**src/sram_host_defines.svh**
```systemverilog
/*
  timing constants for the host controller of the async byte-lane memory.
  assumes the controller clock runs at 25 MHz (40 ns period).
*/
`ifndef SRAM_HOST_DEFINES_SVH
`define SRAM_HOST_DEFINES_SVH

// clock period in picoseconds
`define CLK_PERIOD_PS 40000
// supply settle wait before first access, in nanoseconds
`define SUPPLY_SETTLE_TIME_NS 100000
// least time, rounded up to whole cycles
`define SUPPLY_SETTLE_CYC ((`SUPPLY_SETTLE_TIME_NS * 1000 + `CLK_PERIOD_PS - 1) / `CLK_PERIOD_PS)
// memory output turn-off after store strobe falls, picoseconds
`define STORE_TURNOFF_DELAY_PS 5000
// write data lead before write end, picoseconds
`define DATA_LEAD_TIME_PS 5000
// least store strobe width, rounded up, at least one cycle
`define STORE_LOW_CYC ((`STORE_TURNOFF_DELAY_PS + `DATA_LEAD_TIME_PS + `CLK_PERIOD_PS - 1) / `CLK_PERIOD_PS)
// read access time (address and select to data), picoseconds
`define READ_ACCESS_PS 10000
`define READ_WAIT_CYC ((`READ_ACCESS_PS + `CLK_PERIOD_PS - 1) / `CLK_PERIOD_PS)
// bus release time after read (output drive off to high-z), picoseconds
`define RELEASE_PS 6000
`define RELEASE_CYC ((`RELEASE_PS + `CLK_PERIOD_PS - 1) / `CLK_PERIOD_PS)

`endif

```
**src/sram_host_pkg.sv**
```systemverilog
/*
  types shared by the host controller files.
  assumes sram_host_defines.svh supplies the numeric constants.
*/
package sram_host_pkg;

  // controller sequencer states
  typedef enum logic [2:0] {
    ST_POWERUP,
    ST_IDLE,
    ST_READ,
    ST_READ_DONE,
    ST_TURN,
    ST_WRITE,
    ST_WRITE_END
  } host_state_t;

endpackage

```
**src/sram_host_timer.sv**
```systemverilog
/*
  down counter used to time the memory's pin phases.
  assumes one clock; load takes priority over counting.
*/
module sram_host_timer #(
  parameter int WIDTH = 16
) (
  input wire logic clk,
  input wire logic rst,
  input wire logic load,
  input wire logic [WIDTH-1:0] load_val,
  output logic done
);

  initial begin
    if (WIDTH < 2) begin
      $error("timer width too small");
    end
  end

  logic [WIDTH-1:0] count_ff;
  logic [WIDTH-1:0] nxt_count;
  wire logic count_zero = (count_ff == '0);

  // reload or count toward zero
  assign nxt_count = load ? load_val :
                     (count_zero ? count_ff : count_ff - WIDTH'(1));
  assign done = count_zero & ~load;

  ////////////////////////////////////////////////////////////////////////
  // count register
  always_ff @(posedge clk or posedge rst) begin
    if (rst) begin
      count_ff <= '0;
    end else begin
      count_ff <= nxt_count;
    end
  end

endmodule

```
**src/sram_host_ctrl.sv**
```systemverilog
/*
  host controller for an asynchronous 16-bit memory with byte lanes.
  turns single read/write requests into pin sequences on the chip select,
  output drive, store strobe, byte selects, address and data pins.
  assumes REF_CLK at 25 MHz, SYS_RST asserted while the supply settles.
*/
// Overview of operation
// memory drives lanes whose select is low
// memory stores selected lanes during write
// memory high-z when deselected or disabled
// write starts when all controls low
// write ends on first rising control
// store strobe high throughout every read
// no write data until memory outputs off
// strobe low for turnoff plus data lead
// address valid by chip select fall
// wait supply settle time before access
// memory releases faster than it drives
// memory corrects single-bit errors on read
// memory never writes corrected word back
// release read drivers before host drives
`include "sram_host_defines.svh"
module sram_host_ctrl #(
  parameter int ADDR_W = 19,
  parameter int SETTLE_CYC = `SUPPLY_SETTLE_CYC
) (
  input wire logic REF_CLK,
  input wire logic SYS_RST,
  input wire logic REQ_VALID,
  input wire logic REQ_WRITE,
  input wire logic [ADDR_W-1:0] REQ_ADDR,
  input wire logic [1:0] REQ_LANES,
  input wire logic [15:0] REQ_WDATA,
  output logic REQ_READY,
  output logic RSP_VALID,
  output logic [15:0] RSP_RDATA,
  output logic [ADDR_W-1:0] MEM_ADDR,
  output logic CHIP_SEL_N,
  output logic OUT_DRIVE_N,
  output logic STORE_N,
  output logic LOW_BYTE_SEL_N,
  output logic HIGH_BYTE_SEL_N,
  input wire logic [15:0] DQ_IN,
  output logic [15:0] DQ_OUT,
  output logic DQ_OE
);

  localparam int TW = 23;
  localparam logic [TW-1:0] SETTLE_LD = TW'(SETTLE_CYC - 1);
  localparam logic [TW-1:0] STORE_LD = TW'(`STORE_LOW_CYC);
  // read hold covers the access plus the two data synchroniser stages
  localparam logic [TW-1:0] READ_LD = TW'(`READ_WAIT_CYC + 2);
  localparam logic [TW-1:0] RELEASE_LD = TW'(`RELEASE_CYC);

  initial begin
    if (ADDR_W < 1 || ADDR_W > 32) begin
      $error("address width out of range");
    end
    if (SETTLE_CYC < 1 || SETTLE_CYC >= (1 << TW)) begin
      $error("settle count does not fit the timer");
    end
  end

  sram_host_pkg::host_state_t state_ff;
  sram_host_pkg::host_state_t nxt_state;
  logic [ADDR_W-1:0] addr_ff;
  logic [1:0] lanes_ff;
  logic [15:0] wdata_ff;
  logic [15:0] rdata_ff;
  logic rsp_ff;
  logic cs_n_ff;
  logic oe_n_ff;
  logic we_n_ff;
  logic dq_oe_ff;
  logic [15:0] dq_s1_ff;
  logic [15:0] dq_s2_ff;
  logic tmr_load;
  logic [TW-1:0] tmr_val;
  logic tmr_done;
  logic kick_ff;

  ////////////////////////////////////////////////////////////////////////
  // phase timer
  sram_host_timer #(.WIDTH(TW)) u_timer (
    .clk(REF_CLK),
    .rst(SYS_RST),
    .load(tmr_load),
    .load_val(tmr_val),
    .done(tmr_done)
  );

  // decode of sequencer conditions
  wire logic in_idle = (state_ff == sram_host_pkg::ST_IDLE);
  wire logic lanes_ok = |REQ_LANES;
  // requests with no lane are never taken, so nothing is latched for them
  wire logic take_req = in_idle & REQ_VALID & lanes_ok;

  // next state and timer loads
  always_comb begin
    nxt_state = state_ff;
    tmr_load = 1'b0;
    tmr_val = '0;
    case (state_ff)
      sram_host_pkg::ST_POWERUP: begin
        if (kick_ff) begin
          // first cycle out of reset starts the settle count
          tmr_load = 1'b1;
          tmr_val = SETTLE_LD;
        end else if (tmr_done) begin
          nxt_state = sram_host_pkg::ST_IDLE;
        end
      end
      sram_host_pkg::ST_IDLE: begin
        if (REQ_VALID && lanes_ok && REQ_WRITE) begin
          nxt_state = sram_host_pkg::ST_WRITE;
          tmr_load = 1'b1;
          tmr_val = STORE_LD;
        end else if (REQ_VALID && lanes_ok) begin
          nxt_state = sram_host_pkg::ST_READ;
          tmr_load = 1'b1;
          tmr_val = READ_LD;
        end
      end
      sram_host_pkg::ST_READ: begin
        if (tmr_done) begin
          nxt_state = sram_host_pkg::ST_READ_DONE;
        end
      end
      sram_host_pkg::ST_READ_DONE: begin
        nxt_state = sram_host_pkg::ST_TURN;
        tmr_load = 1'b1;
        tmr_val = RELEASE_LD;
      end
      sram_host_pkg::ST_TURN: begin
        if (tmr_done) begin
          nxt_state = sram_host_pkg::ST_IDLE;
        end
      end
      sram_host_pkg::ST_WRITE: begin
        if (tmr_done) begin
          nxt_state = sram_host_pkg::ST_WRITE_END;
        end
      end
      sram_host_pkg::ST_WRITE_END: begin
        nxt_state = sram_host_pkg::ST_IDLE;
      end
      default: begin
        nxt_state = sram_host_pkg::ST_IDLE;
      end
    endcase
  end

  // pin levels per state
  wire logic nxt_cs_n = ~((nxt_state == sram_host_pkg::ST_READ) |
                          (nxt_state == sram_host_pkg::ST_READ_DONE) |
                          (nxt_state == sram_host_pkg::ST_WRITE));
  wire logic nxt_oe_n = ~((nxt_state == sram_host_pkg::ST_READ) |
                          (nxt_state == sram_host_pkg::ST_READ_DONE));
  // strobe low only inside the write phase; high throughout reads
  wire logic nxt_we_n = ~(nxt_state == sram_host_pkg::ST_WRITE);
  // data driven only in write and write end, output drive kept high there
  wire logic nxt_dq_oe = (nxt_state == sram_host_pkg::ST_WRITE) |
                         (nxt_state == sram_host_pkg::ST_WRITE_END);
  wire logic capture = (state_ff == sram_host_pkg::ST_READ) & tmr_done;

  ////////////////////////////////////////////////////////////////////////
  // sequencer and pin registers
  always_ff @(posedge REF_CLK or posedge SYS_RST) begin
    if (SYS_RST) begin
      state_ff <= sram_host_pkg::ST_POWERUP;
      cs_n_ff <= 1'b1;
      oe_n_ff <= 1'b1;
      we_n_ff <= 1'b1;
      dq_oe_ff <= 1'b0;
    end else begin
      state_ff <= nxt_state;
      cs_n_ff <= nxt_cs_n;
      oe_n_ff <= nxt_oe_n;
      we_n_ff <= nxt_we_n;
      dq_oe_ff <= nxt_dq_oe;
    end
  end

  // request capture; address set with or before chip select
  always_ff @(posedge REF_CLK or posedge SYS_RST) begin
    if (SYS_RST) begin
      addr_ff <= '0;
      lanes_ff <= 2'h0;
      wdata_ff <= 16'h0000;
    end else if (take_req) begin
      addr_ff <= REQ_ADDR;
      lanes_ff <= REQ_LANES;
      wdata_ff <= REQ_WDATA;
    end
  end

  // powerup timer kick: first cycle after reset release
  always_ff @(posedge REF_CLK or posedge SYS_RST) begin
    if (SYS_RST) begin
      kick_ff <= 1'b1;
    end else begin
      kick_ff <= 1'b0;
    end
  end

  // data pin synchroniser and read capture
  always_ff @(posedge REF_CLK or posedge SYS_RST) begin
    if (SYS_RST) begin
      dq_s1_ff <= 16'h0000;
      dq_s2_ff <= 16'h0000;
      rdata_ff <= 16'h0000;
      rsp_ff <= 1'b0;
    end else begin
      dq_s1_ff <= DQ_IN;
      dq_s2_ff <= dq_s1_ff;
      rsp_ff <= capture;
      if (capture) begin
        rdata_ff <= dq_s2_ff;
      end
    end
  end

  // outputs; byte selects follow chip select, unselected lanes stay high
  assign MEM_ADDR = addr_ff;
  assign CHIP_SEL_N = cs_n_ff;
  assign OUT_DRIVE_N = oe_n_ff;
  assign STORE_N = we_n_ff;
  assign LOW_BYTE_SEL_N = cs_n_ff | ~lanes_ff[0];
  assign HIGH_BYTE_SEL_N = cs_n_ff | ~lanes_ff[1];
  assign DQ_OUT = wdata_ff;
  assign DQ_OE = dq_oe_ff;
  assign REQ_READY = in_idle & ~kick_ff;
  assign RSP_VALID = rsp_ff;
  assign RSP_RDATA = rdata_ff;
endmodule

```
**config.mk**
```make
export PLATFORM = sky130hd
export DESIGN_NAME = sram_host_ctrl
export DESIGN_NICKNAME = d
export VERILOG_FILES = /design/src/sram_host_pkg.sv /design/src/sram_host_timer.sv /design/src/sram_host_ctrl.sv
export VERILOG_INCLUDE_DIRS = /design/src
export SDC_FILE = /design/constraint.sdc
export NUM_CORES = 1
export LEC_CHECK = 0
export BUFFER_PORTS_ARGS = -buffer_cell sky130_fd_sc_hd__buf_4
export CORE_ASPECT_RATIO = 0.5
export CORE_MARGIN = 8
export CORE_UTILIZATION = 48
export DETAILED_ROUTE_END_ITERATION = 8
export PLACE_DENSITY = 0.85
export SYNTH_ARGS = -nofsm -noshare
export SYNTH_HDL_FRONTEND = slang
export SYNTH_SLANG_ARGS = --single-unit
```
**constraint.sdc**
```tcl
create_clock -name REF_CLK -period 3.23 [get_ports REF_CLK]
set_input_delay 0.323 -clock REF_CLK [delete_from_list [all_inputs] [get_ports REF_CLK]]
set_output_delay 0.323 -clock REF_CLK [all_outputs]
set_load 0.005 [all_outputs]
```
Yosys cells after proc, flatten, opt, wreduce, memory -nomap -nowiden
Index checks and enable logic that the tools add are counted.
{"block": "totals", "mem_bits_rw": 0, "latch_bits": 0, "n_memories": 0, "ff_bits": 117, "in_bits": 57, "rom_bits": 0, "word_cells": 64}
{"block": "op_classes", "eq_ne": 10, "n_lt_le_gt_ge": 0, "reduce_logical": 5, "mul": 0, "div": 0, "bitwise": 17, "mux": 17, "addsub": 1, "n_shift": 0}
{"op": "$mux W23", "count": 2}
{"op": "$pmux W12 S3", "count": 1}
{"op": "$logic_not A23 Y1", "count": 1}
{"op": "$sub A23 B1 Y23 const B", "count": 1}
{"op": "$mux W3", "count": 6}
{"op": "$pmux W3 S6", "count": 1}
{"op": "$eq A3 B2 Y1 const B", "count": 4}
{"op": "$eq A3 B3 Y1 const B", "count": 4}
{"op": "$mux W12", "count": 1}
{"op": "$not A1 Y1", "count": 7}
{"op": "$and A1 B1 Y1", "count": 5}
{"op": "$or A1 B1 Y1", "count": 5}
{"op": "$mux W2", "count": 2}
{"op": "$eq A3 B1 Y1 const B", "count": 1}
{"op": "$logic_not A3 Y1", "count": 1}
{"op": "$mux W1", "count": 3}
{"op": "$pmux W1 S3", "count": 1}
{"op": "$logic_and A1 B1 Y1", "count": 2}
{"op": "$ne A2 B1 Y1 const B", "count": 1}
{"op": "$reduce_or A2 Y1", "count": 1}

Logic depth before layout (Yosys ltp)
Gate-level depths: netlist (run 1).
{"block": "logic_depth", "ltp_word": 14, "depth_mapped": 8}

Modules after synthesis
Synthesis (run 1) repeated with hierarchy kept, for this count alone.
{"block": "hier_totals", "cells_unflattened": 338, "area_unflattened_um2": 4648.2}
{"mod": "sram_host_ctrl", "n_inst": 1, "area_each_um2": 3309.4, "seq_area_each_um2": 2357.3, "cells_each": 185}
{"mod": "sram_host_timer", "n_inst": 1, "area_each_um2": 1338.8, "seq_area_each_um2": 575.6, "cells_each": 153}

Worst setup path before layout (run 1)
OpenSTA, ideal clock, no wires.
{"block": "synth_path", "path_type": "reg-to-reg", "start": "register u_timer.count_ff[2]", "end": "register rdata_ff[0], in the netlist RSP_RDATA[0]", "path_stages_with_launch": 7, "path_slack_ns": 0.972, "n_path_buf": 2, "t_arrival_ns": 2.132, "t_required_ns": 3.105, "cell_sequence": "dfrtp_1 > nor4_4 > nand4_4 > or4_4 > buf_6 > buf_6 > mux2_4"}
{"block": "synth_via", "elab_chain_cells": 3}
{"item": "start, declared", "line_no": "sram_host_timer.sv:21", "text": "logic [WIDTH-1:0] count_ff;"}
{"item": "start signal, assigned", "line_no": "sram_host_timer.sv:36", "text": "count_ff <= nxt_count;"}
{"item": "$logic_not A23 Y1", "line_no": "sram_host_timer.sv:23", "text": "wire logic count_zero = (count_ff == '0);"}
{"item": "$and A1 B1 Y1", "line_no": "sram_host_timer.sv:28", "text": "assign done = count_zero & ~load;"}
{"item": "$and A1 B1 Y1", "line_no": "sram_host_ctrl.sv:164", "text": "wire logic capture = (state_ff == sram_host_pkg::ST_READ) & tmr_done;"}
{"item": "end signal, assigned", "line_no": "sram_host_ctrl.sv:218", "text": "rdata_ff <= dq_s2_ff;"}
{"item": "end, declared", "line_no": "sram_host_ctrl.sv:69", "text": "logic [15:0] rdata_ff;"}
No other way between the ends.
A chain may end at the register's enable or synchronous reset.

Final worst setup path (run 1)
{"block": "layout_path", "start": "register u_timer.count_ff[2]", "end": "register rdata_ff[3], in the netlist RSP_RDATA[3]"}
The elaborated chain is that of the path after synthesis.

==> key figures, run 1 <==
Run
  – Max-cap violations: 0

Setup path
  – Largest fanout on the critical path: 19
  – Crit path cell chain: nor4_4 -> nand4_4 -> or4_4 -> mux2_4
  – CP endpoint kind: register
  – Kind of critical path: reg -> reg
  – Crit. Startpoint: u_timer.count_ff[2]$_DFFE_PP0N_
  – CP bufs+invs: 0
  – R2R depth: 4
  – Worst EP arrival: 2760 ps
  – Reg-to-reg slack, setup: 760 ps
  – CP delay by family, top: simple AND/OR/NAND/NOR gates
  – Worst path required time: 3520 ps
  – Crit path max-delay cell type: or4_4
  – Reg-to-Reg Start: u_timer.count_ff[2]$_DFFE_PP0N_
  – RR Endpoint: RSP_RDATA[3]$_DFFE_PP0P_
  – Nature of the critical path startpoint: register
  – Max stage delay on crit path: 740 ps

Place
  – Placed Area: 5715 sq um
  – I/O Buffers: 115
  – Post-DP HPWL: 7.319 mm
  – GP Congestion: 0.8387

Status
  – Status: completed

Timing
  – Period utilization: 76.43%
  – RSZ-0062 raised after global routing: false
  – Least-Margin Pin Slew: 822.6 ps
  – Fin. max-slew vios: 0
  – Fin crit period: 2469 ps
  – Number of setup violations in the final report: 0
  – Count of final hold-check violations: 0
  – Max-Slew Margin vs Limit: 45.16%
  – Final Skew: 5.018 ps
  – Max Fclk: 405.1 MHz
  – Setup TNS: 0 ps

Detailed routing
  – DRT antenna net count: 0
  – Vias/cell: 5.281
  – First-pass DRT Iterations: 4
  – DR iter-0 viols: 282
  – Routed len/inst: 18.43 um
  – Final wirelength: 11.34 mm
  – DRC viols: 0
  – Vias: 3248

Hold path
  – Hold path depth: 1
  – Hold Path Class: in -> reg
  – Min-Delay Startpoint: DQ_IN[2]
  – Worst Hold End: dq_s1_ff[2]$_DFF_PP0_

Floorplanning
  – Die height: 86.13 um
  – Starting Density: 49.64%
  – Number of I/O pins: 116
  – Horiz. Die Dim: 156.3 um
  – Die area: 13460 sq um
  – Core Area: 9509 sq um
  – Rows: 25

Synthesis
  – Synthesized area: 4721 sq um
  – Syn avg cell area: 13.53 sq um
  – Post-synth top flop: dfrtp_1
  – Post-synth EDFFs: 0
  – Synthesized instance count: 349
  – Cell taking the most area after synthesis: dfrtp_1
  – Register area share after synthesis: 62.13%
  – Synth top area cells: dfrtp_1 60%, mux2_2 10%, mux2_4 3.2%
  – Post-synthesis cell type count: 53
  – Synth top area share: 59.90%
  – Warnings, synthesis: 0
  – Fraction of registers with async set/reset: 100.0%
  – Post-synthesis register bit count: 117
  – Synth Net Count: 408

Clocking
  – Worst-path clk slew: 50 ps
  – CTS tree: done
  – H-tree Lvls: 4
  – # Post-CTS Setup Buffers: 0
  – Post-CTS sizing: 0
  – CTS hold repair buffers: 1
  – Sink Count: 117
  – CTS Buf Count: 17
  – Later-pin clock latency in the skew report: 400 ps
  – Root Buffer: clkbuf_16
  – Clock Path Buffers: 2

Global routing
  – GRT Util Overall: 17.16%
  – Pin count of the biggest net entering global routing: 103
  – First-pass GRT wire length: 17.90 mm
  – Vias in the first global route: 3414
  – Total gr overflow: 0
  – Antenna violations before repair: 0

Cells and area
  – Area Overhead vs Synth: 33.66%
  – Most frequent cells in the layout: 117 x buf_4, 113 x dfrtp_1, 43 x mux2_2
  – # diodes: 0
  – Final-stage net count: 528
  – Finished Cell Area: 6310 sq um
  – Core Util, Final: 66.36%
  – Commonest non-fill, non-tap cell in the layout: buf_4
  – Layout cell share with drive strength beyond 1: 44.79%

Power
  – Max VDD drop: 0.3868 mV
  – Total power draw: 5.077 mW
  – Leak: 2.971 nW
  – PwrDens: 804.7 nW/um^2
## stage by stage
stage          instances  setup WS (ps)  hold slack [ps]
2_1_floorplan        349          972.4            331.2
3_3_place_gp         584          820.0            332.7
3_5_place_dp         584          777.5            334.7
4_1_cts              615          774.3            9.901
5_1_grt              615          579.7            5.633
6_report             615          761.4            23.62
## synthesized netlist by cell type, drive strengths merged (2+ instances only)
cell and number:
dfrtp 113, mux2 53, nand2 17, nand2b 17, a21oi 16, clkbuf 15, mux2i 11, nor4 10
o21ai 10, nor3 9, nor2 7, o31ai 6, or4 6, inv 5, or3 5, dfstp 4
a21boi 3, buf 3, nand3 3, nand4 3, nor2b 3, or2 3, a2111o 2, a2111oi 2
a211oi 2, ha 2, nor3b 2
## worst max-delay path by stage
stage / depth (start not counted) / endpoint
6_report: 4 / RSP_RDATA[3]$_DFFE_PP0P_
5_1_grt: 4 / RSP_RDATA[3]$_DFFE_PP0P_
4_1_cts: 4 / RSP_RDATA[3]$_DFFE_PP0P_
3_5_place_dp: 4 / RSP_RDATA[3]$_DFFE_PP0P_
3_3_place_gp: 4 / RSP_RDATA[15]$_DFFE_PP0P_
2_1_floorplan: 6 / RSP_RDATA[0]$_DFFE_PP0P_
## layer usage
layer	global-route usage [%]	wire length, um	vias to the layer above	part of all wire [%]
met4	7.792	316	0	2.8
li1	-	-	1506	-
met2	29.86	6118	99	54
met1	19.32	4343	1622	38
met5	0	0	-	0
met3	5.065	558	21	4.9
## area by class of cell
class                           count  area (sq um)
Multi-Input combinational cell    209          1693
Tap cell                          135         168.9
Inverter                            5         22.52
Sequential cell                   117          2933
Clock inverter                      8         100.1
Timing Repair Buffer              119         908.4
Fill cell                         650          3199
Clock buffer                       22         484.2
## registers in the layout, indices dropped and copies added (netlist names)
| signal | count |
|---|---|
| u_timer.count_ff | 23 |
| dq_s2_ff | 16 |
| kick_ff | 1 |
| dq_s1_ff | 16 |
| CHIP_SEL_N | 1 |
| STORE_N | 1 |
| lanes_ff | 2 |
| MEM_ADDR | 19 |
| DQ_OE | 1 |
| RSP_VALID | 1 |
| OUT_DRIVE_N | 1 |
| state_ff | 3 |
| RSP_RDATA | 16 |
| DQ_OUT | 16 |
## cell families (layout without fill, tap and decap cells)
| kind of cell | after synthesis | count (layout) | share of synthesized area (%) |
|---|---|---|---|
| adders and majority gates | 2 | 2 | 0.5300 |
| DFF | 117 | 117 | 62.13 |
| buffers and inverters | 23 | 154 | 2.147 |
| AOI/OAI and AO/OA | 52 | 52 | 7.395 |
| muxes | 64 | 64 | 15.77 |
| other | 1 | 1 | 0.07944 |
| and+or+nand+nor | 90 | 90 | 11.95 |
## report_power, final
part	total, mW	internal [mW]	switching [mW]	leakage, nW
Clock	1.84	1.20	0.633	0.276
Sequential	2.04	1.81	0.237	1.46
Combinational	1.20	0.673	0.522	1.24
Power figures use the tool's default switching activity.
==> run 2: changes to the inputs <==
- clock period: 3.23 -> 2.1 ns (I/O delays scaled with it)
==> run 2 against run 1 <==
- first-iteration DRC count up 63%
- largest cell class unchanged
- critical endpoint is now RSP_RDATA[12]$_DFFE_PP0P_
- critical path type unchanged
- register-to-register slack worse by 730 ps
- global-route usage up 3.4 points
- cell count up 6.7%
- setup slack worse by 730 ps
- via count up 13%
- non-clock buffer count up 38
- largest power group unchanged
==> key figures, run 2 (synthesized netlist as in run 1, its figures left out) <==
Place
  – Post-DP HPWL: 7.844 mm
  – Placed Cells: 606
  – Worst slack, placed: 24.78 ps
  – GP Congestion: 0.8569
  – Placed Area: 5938 sq um
  – I/O Buffers: 115

Hold path
  – Hold Path Class: in -> reg
  – Hold path depth: 2
  – Min-Delay Startpoint: REQ_ADDR[13]

Status
  – Status: completed

Detailed routing
  – Final wirelength: 13.62 mm
  – Vias: 3654
  – DR iter-0 viols: 459
  – First-pass DRT Iterations: 5
  – DRC viols: 0
  – Vias/cell: 5.570
  – DRT antenna net count: 0
  – Routed len/inst: 20.76 um

Cells and area
  – Max reg flops: 23
  – Commonest non-fill, non-tap cell in the layout: buf_4
  – Register bank with the most flops: u_timer.count_ff
  – Fillcell total: 575
  – Core Util, Final: 71.17%
  – Non-Filler Instances: 656
  – Layout cell share with drive strength beyond 1: 47.02%
  – # diodes: 0
  – Area Overhead vs Synth: 43.36%
  – Finished Cell Area: 6768 sq um
  – Final-stage net count: 567
  – Most frequent cells in the layout: 137 x buf_4, 113 x dfrtp_1, 43 x mux2_2

Timing
  – Final WS setup: 34.91 ps
  – Number of setup violations in the final report: 0
  – Fin crit period: 2065 ps
  – Max Fclk: 484.2 MHz
  – Fin. max-slew vios: 0
  – Hold Slack: 29.01 ps
  – Period utilization: 98.34%
  – Final Skew: 11.02 ps
  – RSZ-0062 raised after global routing: true
  – Max-Slew Margin vs Limit: 57.77%
  – Least-Margin Pin Slew: 629.2 ps
  – Count of final hold-check violations: 0

Clocking
  – CTS Buf Count: 17
  – H-tree Lvls: 4
  – Later-pin clock latency in the skew report: 410 ps
  – Worst-path clk slew: 60 ps
  – Clock Path Buffers: 2
  – Sink Count: 117
  – CTS tree: done
  – # Post-CTS Setup Buffers: 0
  – Root Buffer: clkbuf_16

Power
  – Sw Pwr: 2.403 mW
  – Sequential power share: 37.5%
  – PwrDens: 1248 nW/um^2
  – Max VDD drop: 0.5305 mV
  – Clock network power share: 36.9%
  – Leak: 3.199 nW
  – Combinational cell fraction of total power: 25.6%
  – Internal: 6.042 mW
  – Net Sw Frac: 28.46%

Setup path
  – Crit path cell chain: nor4_4 -> nand4_4 -> or4_4 -> mux2_4
  – Reg-to-Reg Start: u_timer.count_ff[5]$_DFFE_PP0N_
  – CP bufs+invs: 0
  – Crit path max-delay cell type: or4_4
  – Stages on worst setup path: 4
  – CP delay by family, top: simple AND/OR/NAND/NOR gates
  – Max stage delay on crit path: 660 ps
  – R2R depth: 4
  – Nature of the critical path startpoint: register
  – Largest fanout on the critical path: 8
  – CP endpoint kind: register
  – Crit. Startpoint: u_timer.count_ff[5]$_DFFE_PP0N_
  – Worst EP arrival: 2360 ps
  – Kind of critical path: reg -> reg
  – Worst path required time: 2390 ps

Floorplanning
  – Starting Density: 49.64%
  – Number of I/O pins: 116
  – Die area: 13460 sq um
  – Horiz. Die Dim: 156.3 um
  – Core Area: 9509 sq um
  – Rows: 25
  – Die height: 86.13 um

Global routing
  – GRT Util Overall: 20.56%
  – Antenna violations before repair: 0
  – Pin count of the biggest net entering global routing: 78
  – First-pass GRT wire length: 21.16 mm
  – Vias in the first global route: 3832
  – Total gr overflow: 0

Run
  – Max-cap violations: 0
==> run 2: cell types whose count changed in the layout (fill, tap and decap cells not counted), sizes merged <==
cell	before	now
clkbuf	22	21
or4	6	7
buf	118	140
inv	4	7
bufinv	2	4
clkinvlp	5	3
dlygate4sd3	1	17
==> run 2: per-layer routing <==
metal | routed length, um | global-route usage, %
met1 | 4982 | 22.44
met4 | 530 | 11.43
met5 | 0 | 0
met3 | 941 | 5.466
met2 | 7165 | 36.17
==> run 2: area by class of cell <==
| class | count | area, sq um | share of cell area (%) |
|---|---|---|---|
| Timing Repair Buffer | 157 | 1259 | 18.60 |
| Sequential cell | 117 | 2933 | 43.34 |
| Clock buffer | 21 | 460.4 | 6.803 |
| Tap cell | 135 | 168.9 | 2.496 |
| Clock inverter | 11 | 171.4 | 2.533 |
| Multi-Input combinational cell | 210 | 1753 | 25.90 |
| Inverter | 5 | 22.52 | 0.3328 |
==> run 2: stage by stage <==
stage / power, mW / TNS (ps)
floorplan: 4.051 / -527.0
global placement: 5.090 / 0
detailed placement: 5.190 / 0
CTS: 8.353 / 0
global route: 8.802 / -148.3
finish: 8.445 / 0
==> run 2: final timing paths <==
path	slack, ps	endpoint
setup / recovery	30	RSP_RDATA[12]$_DFFE_PP0P_
hold / removal	30	MEM_ADDR[13]$_DFFE_PP0P_
setup reg to reg	30	RSP_RDATA[12]$_DFFE_PP0P_
hold reg to reg	340	dq_s2_ff[7]$_DFF_PP0_
max in group asynchronous	1240	CHIP_SEL_N$_DFF_PP1_
min in group asynchronous	470	MEM_ADDR[14]$_DFFE_PP0P_
==> run 2: timing repair <==
item,4_1_cts,5_1_grt
hold buffers,17,0
endpoints found under the setup margin,0,22
resized for setup,0,6
hold endpoints to repair,129,0
==> run 2: power by group through the flow <==
stage / sequential (mW) / clock (mW) / combinational [mW]
global placement: 3.10 / 0 / 1.99
finish: 3.16 / 3.12 / 2.17
global route: 3.22 / 3.24 / 2.34
CTS: 3.13 / 3.10 / 2.12
floorplan: 3.12 / 0 / 0.930
detailed placement: 3.14 / 0 / 2.05
==> run 3: changes to the inputs <==
--- a/config.mk
+++ b/config.mk
@@ -8,9 +8,9 @@
 export LEC_CHECK = 0
 export BUFFER_PORTS_ARGS = -buffer_cell sky130_fd_sc_hd__buf_4
-export CORE_ASPECT_RATIO = 0.5
+export CORE_ASPECT_RATIO = 1.1
 export CORE_MARGIN = 8
-export CORE_UTILIZATION = 48
+export CORE_UTILIZATION = 57
 export DETAILED_ROUTE_END_ITERATION = 8
-export PLACE_DENSITY = 0.85
+export PLACE_DENSITY = 0.93
 export SYNTH_ARGS = -nofsm -noshare
 export SYNTH_HDL_FRONTEND = slang
==> constraint.sdc (replaced) <==
create_clock -name REF_CLK -period 2.5 [get_ports REF_CLK]
set_input_delay 0.25 -clock REF_CLK [delete_from_list [all_inputs] [get_ports REF_CLK]]
set_output_delay 0.25 -clock REF_CLK [all_outputs]
set_load 0.1 [all_outputs]
==> run 3 against run 2 <==
- the run now ends with DRC, setup timing left
- clock skew up 13 ps
- setup slack worse by 59 ps
- largest cell class unchanged
- die area down 15%
- clock power down 20%
- via count up 17%
- sequential share of layout area down 0.59 points
- combinational power up 94%
- core utilization up 12 points
- sequential power down 13%
- hold slack better by 230 ps
==> key figures, run 3 (synthesized netlist as in run 1, its figures left out) <==
Status
  – Status: finished with violations
  – Failing checks: DRC, setup timing

Detailed routing
  – DRT antenna net count: 0
  – First-pass DRT Iterations: 9
  – Vias: 4271
  – Vias/cell: 6.531
  – Final wirelength: 19.24 mm
  – Routed len/inst: 29.41 um
  – DR iter-0 viols: 659
  – DRC viols: 13

Clocking
  – Later-pin clock latency in the skew report: 530 ps
  – H-tree Lvls: 4
  – Worst-path clk slew: 70 ps
  – Sink Count: 117
  – CTS Buf Count: 17
  – # Post-CTS Setup Buffers: 0
  – CTS tree: done
  – Clock Path Buffers: 2
  – Root Buffer: clkbuf_8

Timing
  – Setup TNS: -64.29 ps
  – Count of final hold-check violations: 0
  – Final WS setup: -23.73 ps
  – Fin. max-slew vios: 0
  – Period utilization: 100.9%
  – Max Fclk: 396.2 MHz
  – Final Skew: 24.38 ps
  – Number of setup violations in the final report: 7
  – Max-Slew Margin vs Limit: 46.44%
  – Least-Margin Pin Slew: 796.0 ps
  – Fin crit period: 2524 ps
  – Hold Slack: 254.0 ps

Place
  – Placed Cells: 566
  – Placed Area: 5736 sq um
  – Post-DP HPWL: 7.980 mm
  – GP Congestion: 0.8724
  – Worst slack, placed: 310.8 ps
  – I/O Buffers: 115

Floorplanning
  – Number of I/O pins: 116
  – Starting Density: 57.34%
  – Die height: 111.4 um
  – Die area: 11450 sq um
  – Core Area: 8233 sq um
  – Rows: 35
  – Horiz. Die Dim: 102.8 um

Cells and area
  – Register bank with the most flops: u_timer.count_ff
  – Layout cell share with drive strength beyond 1: 41.59%
  – Most frequent cells in the layout: 123 x buf_4, 113 x dfrtp_1, 54 x dlygate4sd3_1
  – Final-stage net count: 587
  – Finished Cell Area: 6862 sq um
  – Core Util, Final: 83.34%
  – Non-Filler Instances: 654
  – Area Overhead vs Synth: 45.35%
  – Commonest non-fill, non-tap cell in the layout: buf_4
  – Max reg flops: 23

Global routing
  – GRT Util Overall: 32.98%
  – First-pass GRT wire length: 27.44 mm
  – Pin count of the biggest net entering global routing: 74
  – Total gr overflow: 0
  – Vias in the first global route: 4368
  – Antenna violations before repair: 3

Setup path
  – Nature of the critical path startpoint: register
  – Worst EP arrival: 2930 ps
  – Kind of critical path: reg -> reg
  – Worst path required time: 2900 ps
  – R2R depth: 6
  – Reg-to-reg slack, setup: -20 ps
  – RR Endpoint: RSP_RDATA[4]$_DFFE_PP0P_
  – CP endpoint kind: register
  – Largest fanout on the critical path: 16
  – Termination of the worst setup path: RSP_RDATA[4]$_DFFE_PP0P_
  – Crit. Startpoint: u_timer.count_ff[0]$_DFFE_PP0N_
  – Reg-to-Reg Start: u_timer.count_ff[0]$_DFFE_PP0N_

Power
  – Leak: 3.219 nW
  – Max VDD drop: 1.073 mV
  – Total power draw: 9.481 mW
  – PwrDens: 1382 nW/um^2

Run
  – Max-cap violations: 0

Hold path
  – Hold Path Class: in -> reg
run 3: cell types whose count changed in the layout (fill, tap and decap cells not counted), sizes merged, moves of 2 or more:
cell,previous run,this run
buf,140,124
clkbuf,21,18
bufinv,4,2
clkinvlp,3,5
diode,0,2
dlygate4sd3,17,54
clkinv,2,5
run 3: how the worst min path moves through the flow:
stage | cells after the start | to | slack (ps) | from
after floorplan | 0 | dq_s1_ff[0]$_DFF_PP0_ | 280 | DQ_IN[0]
after global placement | 2 | dq_s1_ff[15]$_DFF_PP0_ | 280 | SYS_RST
after detailed placement | 2 | dq_s1_ff[15]$_DFF_PP0_ | 290 | SYS_RST
after CTS | 2 | DQ_OUT[7]$_DFFE_PP0P_ | 0.4 | REQ_WDATA[7]
after global routing | 3 | OUT_DRIVE_N$_DFF_PP1_ | 260 | REQ_WRITE
final | 3 | OUT_DRIVE_N$_DFF_PP1_ | 250 | REQ_WRITE
run 3: worst max-delay path, cell delays in order, from the launching register on:
cell and delay, ps:
dfrtp_1 450, inv_1 150, ha_1 190, nor2b_1 330, nand3_2 180, or4_4 730
mux2_4 380
run 3: layer usage:
layer  up-vias  part of all wire (%)  track usage, %
li1       1630                     -               -
met4         2                   8.0           20.87
met2       440                    48           53.43
met1      2028                    32           35.56
met3       171                    12           11.67
met5         -                 0.047               0
run 3: repair_timing:
action / CTS / global route
endpoints found under the setup margin: 0 / 4
hold buffers: 53 / 1
resized for setup: 0 / 2
hold endpoints to repair: 69 / 1
run 3: report_power, final:
part	internal (mW)	total, mW	switching [mW]
registers	2.33	2.76	0.424
clock network	1.43	2.50	1.07
logic	1.00	4.22	3.22
run 3: area by class of cell:
type / instances / area (sq um)
clock inverter: 14 / 152.6
timing repair buffer: 178 / 1484
multi-input combinational: 209 / 1708
tap: 111 / 138.9
inverter: 5 / 22.52
fill: 342 / 1371
sequential: 117 / 2933
antenna: 2 / 5.005
clock buffer: 18 / 417.9
